<file path="src/hw/arc_pkg.sv">
package arc_pkg;

  // ****************************************************************
  // Bus and register map
  // ****************************************************************
  localparam int ARC_ADDR_W = 16;
  localparam int ARC_DATA_W = 32;
  // Register indices; byte address is four times the index
  localparam logic [11:0] ARC_IDX_CTRL = 12'hf70;
  localparam logic [11:0] ARC_IDX_RAW_HIGH = 12'hf71;
  localparam logic [11:0] ARC_IDX_HELD_HIGH = 12'hf72;
  localparam logic [11:0] ARC_IDX_HELD_LOW = 12'hf73;
  localparam logic [11:0] ARC_IDX_SETTLE = 12'hf74;
  localparam logic [11:0] ARC_IDX_HOLD = 12'hf75;
  localparam logic [11:0] ARC_IDX_PRESCALE = 12'hf76;

  // ****************************************************************
  // Field positions
  // ****************************************************************
  localparam int ARC_CTRL_START_BIT = 7;
  localparam int ARC_CTRL_ON_BIT = 4;
  localparam int ARC_CTRL_CHAN_LSB = 0;
  localparam int ARC_CHAN_W = 3;
  localparam int ARC_LOW_LSB = 6;
  localparam int ARC_SETTLE_W = 5;
  localparam int ARC_HOLD_W = 6;
  localparam int ARC_PRESCALE_W = 4;
  localparam int ARC_RESULT_W = 10;
  // Prescale bit positions
  localparam int ARC_PS_TWO = 0;
  localparam int ARC_PS_FOUR = 1;
  localparam int ARC_PS_EIGHT = 2;
  localparam int ARC_PS_SIXTEEN = 3;

  // ****************************************************************
  // Reset values
  // ****************************************************************
  localparam logic [7:0] ARC_CTRL_RESET = 8'h00;
  localparam logic [ARC_SETTLE_W-1:0] ARC_SETTLE_RESET = 5'h1f;
  localparam logic [ARC_HOLD_W-1:0] ARC_HOLD_RESET = 6'h3f;
  localparam logic [ARC_PRESCALE_W-1:0] ARC_PRESCALE_RESET = 4'h0;

  // AXI responses
  localparam logic [1:0] ARC_RESP_OKAY = 2'h0;
  localparam logic [1:0] ARC_RESP_SLVERR = 2'h2;

  // ****************************************************************
  // Types
  // ****************************************************************
  typedef enum logic [1:0] {
    ARC_IDLE = 2'b00,
    ARC_SETTLE = 2'b01,
    ARC_SAMPLE = 2'b11,
    ARC_CONVERT = 2'b10
  } arc_state_t;

  // Towards the analog core
  typedef struct packed {
    logic on;
    logic [ARC_CHAN_W-1:0] channel;
    logic sample;
    logic convert;
    logic clk_en;
  } arc_core_req_t;

  // From the analog core, same clock
  typedef struct packed {
    logic [ARC_RESULT_W-1:0] result;
    logic done;
  } arc_core_rsp_t;

endpackage : arc_pkg

</file>
<file path="src/hw/arc_prescale.sv">
`timescale 1ns/10ps
module arc_prescale
  import arc_pkg::*;
(
  input wire logic aclk,
  input wire logic aresetn,
  input wire logic [arc_pkg::ARC_PRESCALE_W-1:0] select,
  output logic tick
);

  // ****************************************************************
  // Converter clock enable divider
  // ****************************************************************
  logic [3:0] cnt_q;
  logic [3:0] mask;

  // Largest selected divisor wins; none selected ticks every cycle
  always_comb
  begin
    if (select[ARC_PS_SIXTEEN])
      mask = 4'hf;
    else if (select[ARC_PS_EIGHT])
      mask = 4'h7;
    else if (select[ARC_PS_FOUR])
      mask = 4'h3;
    else if (select[ARC_PS_TWO])
      mask = 4'h1;
    else
      mask = 4'h0;
  end

  // Free-running count; masked low bits give every power-of-two rate up to sixteen
  always_ff @(posedge aclk)
  begin
    if (!aresetn)
      cnt_q <= 4'h0;
    else
      cnt_q <= cnt_q + 4'h1;
  end

  // One-cycle enable pulse, not a real clock, to stay in one domain
  assign tick = ((cnt_q & mask) == mask);

endmodule : arc_prescale

</file>
<file path="src/hw/arc_top.sv">
// How it works
// - Raw byte mirrors core result live
// - Held result replaced only at completion
// - Low register bits 7:6 hold LSBs
// - High byte read latches low bits
// - Low bits keep the last latched value, zero after reset, until high byte read
// - Divide-by-sixteen bit selects sixteen
// - Divide-by-eight bit selects eight
// - Divide-by-four bit selects four
// - Divide-by-two bit selects two
// - Start bit begins conversion, reads busy
// - Cleared enable holds converter off
// - Channel field selects input n
`timescale 1ns/10ps
module arc_top
  import arc_pkg::*;
(
  input wire logic aclk,
  input wire logic aresetn,
  input wire logic s_axi_awvalid,
  output logic s_axi_awready,
  input wire logic [arc_pkg::ARC_ADDR_W-1:0] s_axi_awaddr,
  input wire logic [2:0] s_axi_awprot,
  input wire logic s_axi_wvalid,
  output logic s_axi_wready,
  input wire logic [arc_pkg::ARC_DATA_W-1:0] s_axi_wdata,
  input wire logic [3:0] s_axi_wstrb,
  output logic s_axi_bvalid,
  input wire logic s_axi_bready,
  output logic [1:0] s_axi_bresp,
  input wire logic s_axi_arvalid,
  output logic s_axi_arready,
  input wire logic [arc_pkg::ARC_ADDR_W-1:0] s_axi_araddr,
  input wire logic [2:0] s_axi_arprot,
  output logic s_axi_rvalid,
  input wire logic s_axi_rready,
  output logic [arc_pkg::ARC_DATA_W-1:0] s_axi_rdata,
  output logic [1:0] s_axi_rresp,
  output arc_pkg::arc_core_req_t core_req,
  input wire arc_pkg::arc_core_rsp_t core_rsp
);

  import arc_pkg::*;

  // ****************************************************************
  // Declarations
  // ****************************************************************
  logic aw_held_q;
  logic [ARC_ADDR_W-1:0] aw_addr_q;
  logic w_held_q;
  logic [7:0] w_byte_q;
  logic w_lane_q;
  logic bvalid_q;
  logic [1:0] bresp_q;
  logic rvalid_q;
  logic [ARC_DATA_W-1:0] rdata_q;
  logic [1:0] rresp_q;
  logic wr_fire;
  logic rd_fire;
  logic wr_hit;
  logic [11:0] wr_idx;
  logic [11:0] rd_idx;
  logic wr_ok;
  logic rd_ok;
  logic [7:0] rd_byte;

  logic [7:0] ctrl_q;
  logic busy_q;
  logic [ARC_SETTLE_W-1:0] settle_cycles_q;
  logic [ARC_HOLD_W-1:0] hold_cycles_q;
  logic [ARC_PRESCALE_W-1:0] prescale_q;
  logic [ARC_RESULT_W-1:0] held_result_q;
  logic [1:0] result_low_field_q;
  arc_state_t state_q;
  logic [ARC_HOLD_W-1:0] cnt_q;
  logic start_req;
  logic conv_tick;
  logic converter_on;
  logic [ARC_CHAN_W-1:0] input_channel_select;

  assign converter_on = ctrl_q[ARC_CTRL_ON_BIT];
  assign input_channel_select = ctrl_q[ARC_CTRL_CHAN_LSB +: ARC_CHAN_W];

  // ****************************************************************
  // AXI4-Lite write channel
  // ****************************************************************
  // Address and data taken in either order, one write at a time
  assign s_axi_awready = !aw_held_q && !bvalid_q;
  assign s_axi_wready = !w_held_q && !bvalid_q;
  assign wr_fire = aw_held_q && w_held_q && !bvalid_q;
  assign wr_idx = aw_addr_q[13:2];
  assign wr_ok = (aw_addr_q[1:0] == 2'b00) && (aw_addr_q[15:14] == 2'b00) &&
                 (wr_idx >= ARC_IDX_CTRL) && (wr_idx <= ARC_IDX_PRESCALE);
  // Only byte lane 0 carries register data
  assign wr_hit = wr_fire && wr_ok && w_lane_q;

  // Write address holder
  always_ff @(posedge aclk)
  begin
    if (!aresetn)
    begin
      aw_held_q <= 1'b0;
      aw_addr_q <= '0;
    end
    else if (s_axi_awvalid && s_axi_awready)
    begin
      aw_held_q <= 1'b1;
      aw_addr_q <= s_axi_awaddr;
    end
    else if (wr_fire)
      aw_held_q <= 1'b0;
  end

  // Write data holder
  always_ff @(posedge aclk)
  begin
    if (!aresetn)
    begin
      w_held_q <= 1'b0;
      w_byte_q <= 8'h00;
      w_lane_q <= 1'b0;
    end
    else if (s_axi_wvalid && s_axi_wready)
    begin
      w_held_q <= 1'b1;
      w_byte_q <= s_axi_wdata[7:0];
      w_lane_q <= s_axi_wstrb[0];
    end
    else if (wr_fire)
      w_held_q <= 1'b0;
  end

  // Write response, error for unmapped or misaligned address
  always_ff @(posedge aclk)
  begin
    if (!aresetn)
    begin
      bvalid_q <= 1'b0;
      bresp_q <= ARC_RESP_OKAY;
    end
    else if (wr_fire)
    begin
      bvalid_q <= 1'b1;
      bresp_q <= wr_ok ? ARC_RESP_OKAY : ARC_RESP_SLVERR;
    end
    else if (s_axi_bready)
      bvalid_q <= 1'b0;
  end

  assign s_axi_bvalid = bvalid_q;
  assign s_axi_bresp = bresp_q;

  // ****************************************************************
  // AXI4-Lite read channel
  // ****************************************************************
  assign s_axi_arready = !rvalid_q;
  assign rd_fire = s_axi_arvalid && !rvalid_q;
  assign rd_idx = s_axi_araddr[13:2];
  assign rd_ok = (s_axi_araddr[1:0] == 2'b00) && (s_axi_araddr[15:14] == 2'b00) &&
                 (rd_idx >= ARC_IDX_CTRL) && (rd_idx <= ARC_IDX_PRESCALE);

  // Read multiplexer; reserved bits read as zero, except control bits 6:5 and 3, which read back as written
  always_comb
  begin
    rd_byte = 8'h00;
    if (rd_idx == ARC_IDX_CTRL)
    begin
      rd_byte = ctrl_q;
      rd_byte[ARC_CTRL_START_BIT] = busy_q;
    end
    else if (rd_idx == ARC_IDX_RAW_HIGH)
      rd_byte = core_rsp.result[ARC_RESULT_W-1 -: 8];
    else if (rd_idx == ARC_IDX_HELD_HIGH)
      rd_byte = held_result_q[ARC_RESULT_W-1 -: 8];
    else if (rd_idx == ARC_IDX_HELD_LOW)
      rd_byte = {result_low_field_q, 6'h00};
    else if (rd_idx == ARC_IDX_SETTLE)
      rd_byte = {3'h0, settle_cycles_q};
    else if (rd_idx == ARC_IDX_HOLD)
      rd_byte = {2'h0, hold_cycles_q};
    else if (rd_idx == ARC_IDX_PRESCALE)
      rd_byte = {4'h0, prescale_q};
  end

  // Read data registered; raw byte is sampled at acceptance
  always_ff @(posedge aclk)
  begin
    if (!aresetn)
    begin
      rvalid_q <= 1'b0;
      rdata_q <= '0;
      rresp_q <= ARC_RESP_OKAY;
    end
    else if (rd_fire)
    begin
      rvalid_q <= 1'b1;
      rdata_q <= rd_ok ? {24'h000000, rd_byte} : '0;
      rresp_q <= rd_ok ? ARC_RESP_OKAY : ARC_RESP_SLVERR;
    end
    else if (s_axi_rready)
      rvalid_q <= 1'b0;
  end

  assign s_axi_rvalid = rvalid_q;
  assign s_axi_rdata = rdata_q;
  assign s_axi_rresp = rresp_q;

  // ****************************************************************
  // Software registers
  // ****************************************************************
  // Control byte; start bit is not stored here, busy stands in for it
  always_ff @(posedge aclk)
  begin
    if (!aresetn)
      ctrl_q <= ARC_CTRL_RESET;
    else if (wr_hit && wr_idx == ARC_IDX_CTRL)
    begin
      ctrl_q <= w_byte_q;
      ctrl_q[ARC_CTRL_START_BIT] <= 1'b0;
    end
  end

  // Cycle counts; software is trusted to meet the analog minimums
  always_ff @(posedge aclk)
  begin
    if (!aresetn)
    begin
      settle_cycles_q <= ARC_SETTLE_RESET;
      hold_cycles_q <= ARC_HOLD_RESET;
    end
    else if (wr_hit && wr_idx == ARC_IDX_SETTLE)
      settle_cycles_q <= w_byte_q[ARC_SETTLE_W-1:0];
    else if (wr_hit && wr_idx == ARC_IDX_HOLD)
      hold_cycles_q <= w_byte_q[ARC_HOLD_W-1:0];
  end

  // Prescale; reserved upper bits dropped
  always_ff @(posedge aclk)
  begin
    if (!aresetn)
      prescale_q <= ARC_PRESCALE_RESET;
    else if (wr_hit && wr_idx == ARC_IDX_PRESCALE)
      prescale_q <= w_byte_q[ARC_PRESCALE_W-1:0];
  end

  // ****************************************************************
  // Conversion sequencer
  // ****************************************************************
  // Writing one starts only when idle and enabled; zero does nothing
  assign start_req = wr_hit && (wr_idx == ARC_IDX_CTRL) &&
                     w_byte_q[ARC_CTRL_START_BIT] && w_byte_q[ARC_CTRL_ON_BIT] &&
                     (state_q == ARC_IDLE);

  // Counts of zero act as one cycle so the sequence never stalls
  always_ff @(posedge aclk)
  begin
    if (!aresetn)
    begin
      state_q <= ARC_IDLE;
      cnt_q <= '0;
    end
    else if (!converter_on && !start_req)
    begin
      state_q <= ARC_IDLE;
      cnt_q <= '0;
    end
    else
    begin
      case (state_q)
        ARC_IDLE:
        begin
          if (start_req)
          begin
            state_q <= ARC_SETTLE;
            cnt_q <= {1'b0, settle_cycles_q};
          end
        end
        ARC_SETTLE:
        begin
          if (cnt_q <= 6'h01)
          begin
            state_q <= ARC_SAMPLE;
            cnt_q <= hold_cycles_q;
          end
          else
            cnt_q <= cnt_q - 6'h01;
        end
        ARC_SAMPLE:
        begin
          if (cnt_q <= 6'h01)
            state_q <= ARC_CONVERT;
          else
            cnt_q <= cnt_q - 6'h01;
        end
        ARC_CONVERT:
        begin
          if (core_rsp.done)
            state_q <= ARC_IDLE;
        end
        default:
          state_q <= ARC_IDLE;
      endcase
    end
  end

  // Busy flag, read back in the start position
  always_ff @(posedge aclk)
  begin
    if (!aresetn)
      busy_q <= 1'b0;
    else if (start_req)
      busy_q <= 1'b1;
    else if (state_q == ARC_IDLE)
      busy_q <= 1'b0;
  end

  // ****************************************************************
  // Result holding
  // ****************************************************************
  // Previous result stays until the core reports a finished conversion
  always_ff @(posedge aclk)
  begin
    if (!aresetn)
      held_result_q <= '0;
    else if (state_q == ARC_CONVERT && core_rsp.done && converter_on)
      held_result_q <= core_rsp.result;
  end

  // Low bits follow the high byte read, keeping the pair coherent
  always_ff @(posedge aclk)
  begin
    if (!aresetn)
      result_low_field_q <= 2'b00;
    else if (rd_fire && rd_ok && rd_idx == ARC_IDX_HELD_HIGH)
      result_low_field_q <= held_result_q[1:0];
  end

  // ****************************************************************
  // Core side
  // ****************************************************************
  arc_prescale u_prescale
  (
    .aclk(aclk),
    .aresetn(aresetn),
    .select(prescale_q),
    .tick(conv_tick)
  );

  // Clock enable gated off with the converter to save power
  always_comb
  begin
    core_req.on = converter_on;
    core_req.channel = input_channel_select;
    core_req.sample = (state_q == ARC_SAMPLE);
    core_req.convert = (state_q == ARC_CONVERT);
    core_req.clk_en = conv_tick && converter_on;
  end

endmodule : arc_top

</file>
<file path="config.mk">
export PLATFORM = sky130hd
export DESIGN_NAME = arc_top
export DESIGN_NICKNAME = d
export VERILOG_FILES = /design/src/hw/arc_pkg.sv /design/src/hw/arc_prescale.sv /design/src/hw/arc_top.sv
export SDC_FILE = /design/constraint.sdc
export NUM_CORES = 1
export LEC_CHECK = 0
export ABC_AREA = 1
export BUFFER_PORTS_ARGS = -buffer_cell sky130_fd_sc_hd__buf_2
export CAP_MARGIN = 10
export CORE_AREA = 3 3 97 99
export DETAILED_ROUTE_END_ITERATION = 8
export DIE_AREA = 0 0 100 102
export PLACE_DENSITY = 0.78
export SETUP_SLACK_MARGIN = 0.05
export SLEW_MARGIN = 40
export SYNTH_ARGS = -nofsm -noshare
export SYNTH_HDL_FRONTEND = slang
export SYNTH_SLANG_ARGS = --single-unit
</file>
<file path="constraint.sdc">
create_clock -name aclk -period 1.88 [get_ports aclk]
set_clock_uncertainty 0.05 [all_clocks]
set_input_delay 0.282 -clock aclk [delete_from_list [all_inputs] [get_ports aclk]]
set_output_delay 0.282 -clock aclk [all_outputs]
set_load 0.01 [all_outputs]
</file>
; ---- Word-level counts from Yosys, hierarchy flattened
; Cells that the tools add are included.
[word_totals]
wordCells = 131
in_bits = 92
register_bits = 112
out_inout_bits = 48
[op_classes]
n_reduce_logical = 49
n_lt_le_gt_ge = 5
eq_ne = 20
bitwise = 3
mux = 32
addsub = 2
[op_table]
columns = cell, count
row1 = "12-bit equality test, second input constant", 11
row2 = 8-bit two-way mux, 5
row3 = 6-bit two-way mux, 5
row4 = 1-bit logical AND, 28
row5 = "12-bit >= comparator, second input constant", 2
row6 = "12-bit <= comparator, second input constant", 2
row7 = 6-bit case mux with 3 select lines, 1
row8 = 4-bit two-way mux, 4
row9 = 2-bit two-way mux, 6
row10 = 2-bit logical NOT, 5
row11 = 1-bit two-way mux, 10
row12 = 2-bit nonzero test, 5
row13 = 2-bit case mux with 4 select lines, 1
row14 = "6-bit by 1-bit <= comparator with 1-bit output, second input constant", 1
row15 = 1-bit logical NOT, 6
row16 = "2-bit inequality test, second input constant", 3
row17 = "6-bit by 1-bit subtractor with 6-bit output, second input constant", 1
row18 = "4-bit by 1-bit adder with 4-bit output, second input constant", 1
row19 = 4-bit AND, 1
row20 = "2-bit equality test, second input constant", 2
row21 = 4-bit equality test, 1
row22 = "2-bit by 1-bit inequality test with 1-bit output, second input constant", 2
row23 = 4-bit AND reduction, 1
row24 = 3-bit AND reduction, 1
row25 = other kinds (5), 6

; ---- Depth between registers and ports, before layout
[depth]
word_depth = 13
depth_mapped = 13
depth_no_buf = 13

; ---- Hierarchy
; A second synthesis with hierarchy kept.
[unflattened]
cells_unflattened = 622
hier_area_um2 = 4361.7
[modules_own_cells]
columns = module, seq_area_each_um2, cells_each, area_each_um2, instances
row1 = arc_top, 1641.6, 590, 4154.0, 1
row2 = arc_prescale, 80.1, 32, 207.7, 1

; ---- Least setup slack after synthesis
; OpenSTA, ideal clock, no wires.
[synth_path]
kind = register -> register
start = register cnt_q[0]
end = register cnt_q[5]
path_buffers = 0
period_less_slack_ns = 1.585
arrival_time_ns = 1.420
slack_ns = 0.295
t_required_ns = 1.715
stages_incl_launch_ff = 12
setup_ns = 0.115
path_cell_list = dfxtp_1 > inv_1 > ha_1 > inv_1 > nand2_1 > nand4_2 > nand2_1 > nand2_1 > nand2_4 > nand2_1 > nand2_1 > nor2_2
[synth_between]
elab_chain_cells = 3
word_cells_on_any_way = 7
classes_between = add/sub: 1 / order compare: 1 / eq/ne: 1 / mux: 3 / reduce/logical: 1
[synth_rtl]
columns = item, line_no
row1 = "start, declared", arc_top.sv:75  ; logic [ARC_HOLD_W-1:0] cnt_q;
row2 = "start signal, assigned", arc_top.sv:275  ; cnt_q <= {1'b0, settle_cycles_q};
row3 = "start signal, assigned", arc_top.sv:283  ; cnt_q <= hold_cycles_q;
row4 = "start signal, assigned", arc_top.sv:286  ; cnt_q <= cnt_q - 6'h01;
row5 = 6-bit by 1-bit subtractor with 6-bit output / 6-bit by 1-bit <= comparator with 1-bit output (equally long branches), -
row6 = 6-bit two-way mux (tied with other cells), arc_top.sv:290  ; if (cnt_q <= 6'h01)
row7 = 6-bit case mux with 3 select lines / 3-bit AND reduction (equally long branches), -
; Several ways; a longest one is shown, not always the timed one. The select of a mux whose other input is x is not followed.
; A chain may end at the register's enable or synchronous reset.

; ---- Final worst setup path
[layout_path]
start = register aw_addr_q[4]
end = register settle_cycles_q[3]
[layout_between]
elab_chain_cells = 6
word_cells_on_any_way = 8
classes_between = order compare: 2 / eq/ne: 1 / reduce/logical: 5
[layout_rtl]
columns = item, line_no
row1 = "start, declared", arc_top.sv:49  ; logic [ARC_ADDR_W-1:0] aw_addr_q;
row2 = "start signal, assigned", arc_top.sv:108  ; aw_addr_q <= s_axi_awaddr;
row3 = 12-bit >= comparator, arc_top.sv:93  ; (wr_idx >= ARC_IDX_CTRL) && (wr_idx <= ARC_IDX_PRESCALE);
row4 = 1-bit logical AND, arc_top.sv:92  ; assign wr_ok = (aw_addr_q[1:0] == 2'b00) && (aw_addr_q[15:14] == 2'b00) &&
row5 = 1-bit logical AND, arc_top.sv:93
row6 = 1-bit logical AND (2 in series), arc_top.sv:95  ; assign wr_hit = wr_fire && wr_ok && w_lane_q;
row7 = 1-bit logical AND (*), arc_top.sv:231  ; else if (wr_hit && wr_idx == ARC_IDX_SETTLE)
row8 = "end signal, assigned", arc_top.sv:232  ; settle_cycles_q <= w_byte_q[ARC_SETTLE_W-1:0];
row9 = "end, declared", arc_top.sv:69  ; logic [ARC_SETTLE_W-1:0] settle_cycles_q;
; Mark *: on every way between the ends. The rest lies on a longest branch, timed or not.

==> summary.md <==
| Metric | Value |
|---|---|
| Status | `completed` |
| Post-CTS Hold Buffers | `0` |
| N_diodes | `0` |
| Worst-case clock buffer depth | `2` |
| DR iter-0 viols | `226` |
| Relative slew slack | `55.0%` |
| HPWL Detailed | `7750 um` |
| Crit path DAT | `1.91 ns` |
| Yosys reg bits | `86` |
| Unrepaired setup endpoints after global routing | `yes` |
| Buf/Inv on CP | `1` |
| Worst-Margin Slew | `0.674 ns` |
| PwrDens | `756 nW/um^2` |
| GRT Overall Usage | `20.3%` |
| Tcrit/Tclk final | `91.5%` |
| Io pins | `140` |
| CP startpoint kind | `flop` |
| DR vias/cell | `5.16` |
| Layout Utilization | `58.9%` |
| Die height | `102 um` |
| Leak Pwr | `2.26 nW` |
| Crit. End Element | `flop` |
| Synthesis-to-layout area growth | `17.0%` |
| Seq/Total Area, Yosys | `39.6%` |
| Die Area | `10200 sq um` |
| Top_reg_cell synth | `dfxtp_1` |
| GR met1 Demand/Resource | `25.1%` |
| EDFF count, synth | `0` |
| Cell Rows | `34` |
| Hold WC Path Type | `primary input to flop` |
| CTS root buffer | `clkbuf_8` |
| Vias in the first global route | `3678` |
| Clk_lat worst skew | `0.36 ns` |
| Met2 Usage GRT | `35.5%` |
| Highest clock rate | `581 MHz` |
| Final estimated routing congestion in global placement | `0.907` |
| Routed Wire Length | `10400 um` |
| Worst VDD drop | `0.439 mV` |
| Hold Vio Cnt, Final | `0` |
| Initial Util | `50.3%` |
| Routed len/inst | `13.1 um` |
| Global route total overflow | `0` |
| Core Footprint | `8640 sq um` |
| Netlist cell types | `44` |
| Slew Viols, Final | `0` |
| Max-cap violations | `0` |
| # DRC | `0` |
| Antenna-violating nets left | `0` |
| CTS tree | `built` |
| Avg Inst Size Synth | `7.22 sq um` |
| Warning count from the yosys run | `0` |
| CTS HTree Levels | `3` |
| CP Class | `flop to flop` |
| Vias | `4101` |
| First-pass GRT wire length | `16800 um` |
| Setup TNS | `0 ns` |
| Port Buffers | `80` |
| Sink Count | `86` |
| Layer with the highest usage | `met2` |
| Cells after Synth | `602` |
| Period minus WS final | `1.72 ns` |
| Reg clk slew, reported paths | `0.08 ns` |
| Crit-path leading delay family | `simple AND/OR/NAND/NOR gates` |
| Initial antenna violation count | `0` |
| Met3 Use GR | `3.07%` |
| Worst path cell trace | `nand2_1 > nor2_2 > nand3_4 > nand2_4 > inv_2 > nor4_4 > nand2_2 > a21oi_1 > o21ai_1` |
| Post-layout nets | `777` |
| Largest net degree at the start of global routing | `39` |
| Layout cell share with drive strength beyond 1 | `24.8%` |
| Slowest CP cell | `dfxtp_1` |
| Critical path's largest stage delay | `0.40 ns` |
| Synthesized cell area | `4350 sq um` |
| Async S/R FF share, synth | `0%` |
| CP Max Fanout | `10` |
| Die width | `100 um` |
| TritonRoute pass-1 iters | `5` |
| TritonCTS Buffers | `9` |
| Worst endpoint required time | `2.07 ns` |
| Final setup viols | `0` |
[synthesized netlist by cell type, types with 4 or more instances]
cell	number	area share [%]
nand2_1	102	8.8
nor2_1	97	8.4
dfxtp_1	86	40
a21oi_1	56	6.4
o21ai_0	55	6.3
inv_1	40	3.5
buf_4	32	5.5
nand3_1	26	3.0
clkbuf_1	13	1.1
inv_2	8	0.69
o21ai_1	7	0.81
a21oi_2	6	1.2
nand2_2	6	0.86
nor2_2	6	0.86
nor3_1	6	0.69
o211ai_2	6	1.7
nor2_4	4	1.0
xor2_1	4	0.81
[tightest hold or removal path: stages]
cell,delay (ns)
buf_2,0.07
o21ai_0,0.07
nor2_1,0.07
[state kept, by name, summed over array words and instances, names as in the netlist]
name / flops
aw_addr_q: 16
state_q: 2
result_low_field_q: 2
u_prescale.cnt_q: 4
s_axi_rdata: 8
ctrl_q: 7
s_axi_bresp: 1
busy_q: 1
s_axi_rresp: 1
s_axi_bvalid: 1
w_held_q: 1
held_result_q: 10
prescale_q: 4
w_byte_q: 8
cnt_q: 6
hold_cycles_q: 6
aw_held_q: 1
w_lane_q: 1
settle_cycles_q: 5
s_axi_rvalid: 1
[repair_timing]
action                     in CTS  in global routing
pin swaps                       0                  2
setup endpoints to repair       5                 20
gates cloned                    0                  1
setup buffers                   0                  3
gates resized for setup         1                 21
[placed cells by master, fill, tap and decap left out, types with 3 or more instances in the layout]
| cell | n |
|---|---|
| inv_1 | 38 |
| nor2_4 | 5 |
| o211ai_1 | 3 |
| nor2_2 | 6 |
| o211ai_2 | 6 |
| nor3_1 | 6 |
| conb_1 | 26 |
| dfxtp_2 | 3 |
| clkbuf_8 | 10 |
| buf_4 | 9 |
| dfxtp_1 | 83 |
| nand2_2 | 8 |
| bufinv_16 | 3 |
| a21oi_1 | 56 |
| a21oi_2 | 6 |
| inv_2 | 10 |
| buf_2 | 80 |
| xor2_1 | 4 |
| nand2_4 | 5 |
| nand2_1 | 98 |
| nor2_1 | 96 |
| nand4_1 | 3 |
| o21ai_1 | 8 |
| nand3_1 | 25 |
| o21ai_0 | 54 |
[cells by family after synthesis]
group	after synthesis	share of synthesized area, %
compound gates	144	19.1
xor+xnor	5	1.01
fa+ha+maj	3	0.863
buf+inv	98	11.3
flops	86	39.6
other cells	1	0.0862
simple gates	265	28.1
[where the power goes]
part | switching, W | internal, W | leakage (nW)
clock network | 0.000637 | 0.000910 | 0.119
logic | 0.000239 | 0.000131 | 1.44
registers | 0.0000426 | 0.00189 | 0.702
[layer usage]
| metal | vias up | routed length (um) | part of all wire, % |
|---|---|---|---|
| met4 | 0 | 180 | 1.7 |
| met1 | 1855 | 4450 | 43 |
| met2 | 143 | 5080 | 49 |
| li1 | 2084 | - | - |
| met3 | 19 | 666 | 6.4 |
| met5 | - | 0 | 0 |
[path summary, 6_finish.rpt]
| kind | depth (start not counted) | from | to | slack [ns] |
|---|---|---|---|---|
| worst max-delay path | 9 | aw_addr_q[4] | settle_cycles_q[3] | 0.16 |
| worst min-delay path | 3 | core_rsp[1] | held_result_q[0] | 0.12 |
| worst max register to register | 9 | aw_addr_q[4] | settle_cycles_q[3] | 0.16 |
| worst min register to register | 1 | u_prescale.cnt_q[0] | u_prescale.cnt_q[0] | 0.41 |
[metrics by stage]
| stage | cell area (sq um) | cells | hold WS, ns | power [W] | worst slack (ns) |
|---|---|---|---|---|---|
| final | 5090 | 794 | 0.120 | 0.00385 | 0.159 |
| after global routing | 5090 | 794 | 0.130 | 0.00400 | 0.0220 |
| after CTS | 4990 | 790 | 0.111 | 0.00386 | 0.0795 |
| after detailed placement | 4750 | 775 | 0.405 | 0.00233 | 0.0170 |
| after global placement | 4750 | 775 | 0.396 | 0.00232 | 0.0502 |
| after floorplan | 4440 | 627 | 0.375 | 0.00224 | 0.295 |
[area by class of cell]
type / count / area, sq um
inverters: 50 / 188
well taps: 108 / 135
clock inverters: 4 / 95.1
clock buffers: 11 / 141
fillers: 789 / 3550
flip-flops and latches: 86 / 1730
repair buffers: 91 / 499
multi-input cells: 444 / 2300
Power figures use the tool's default switching activity.
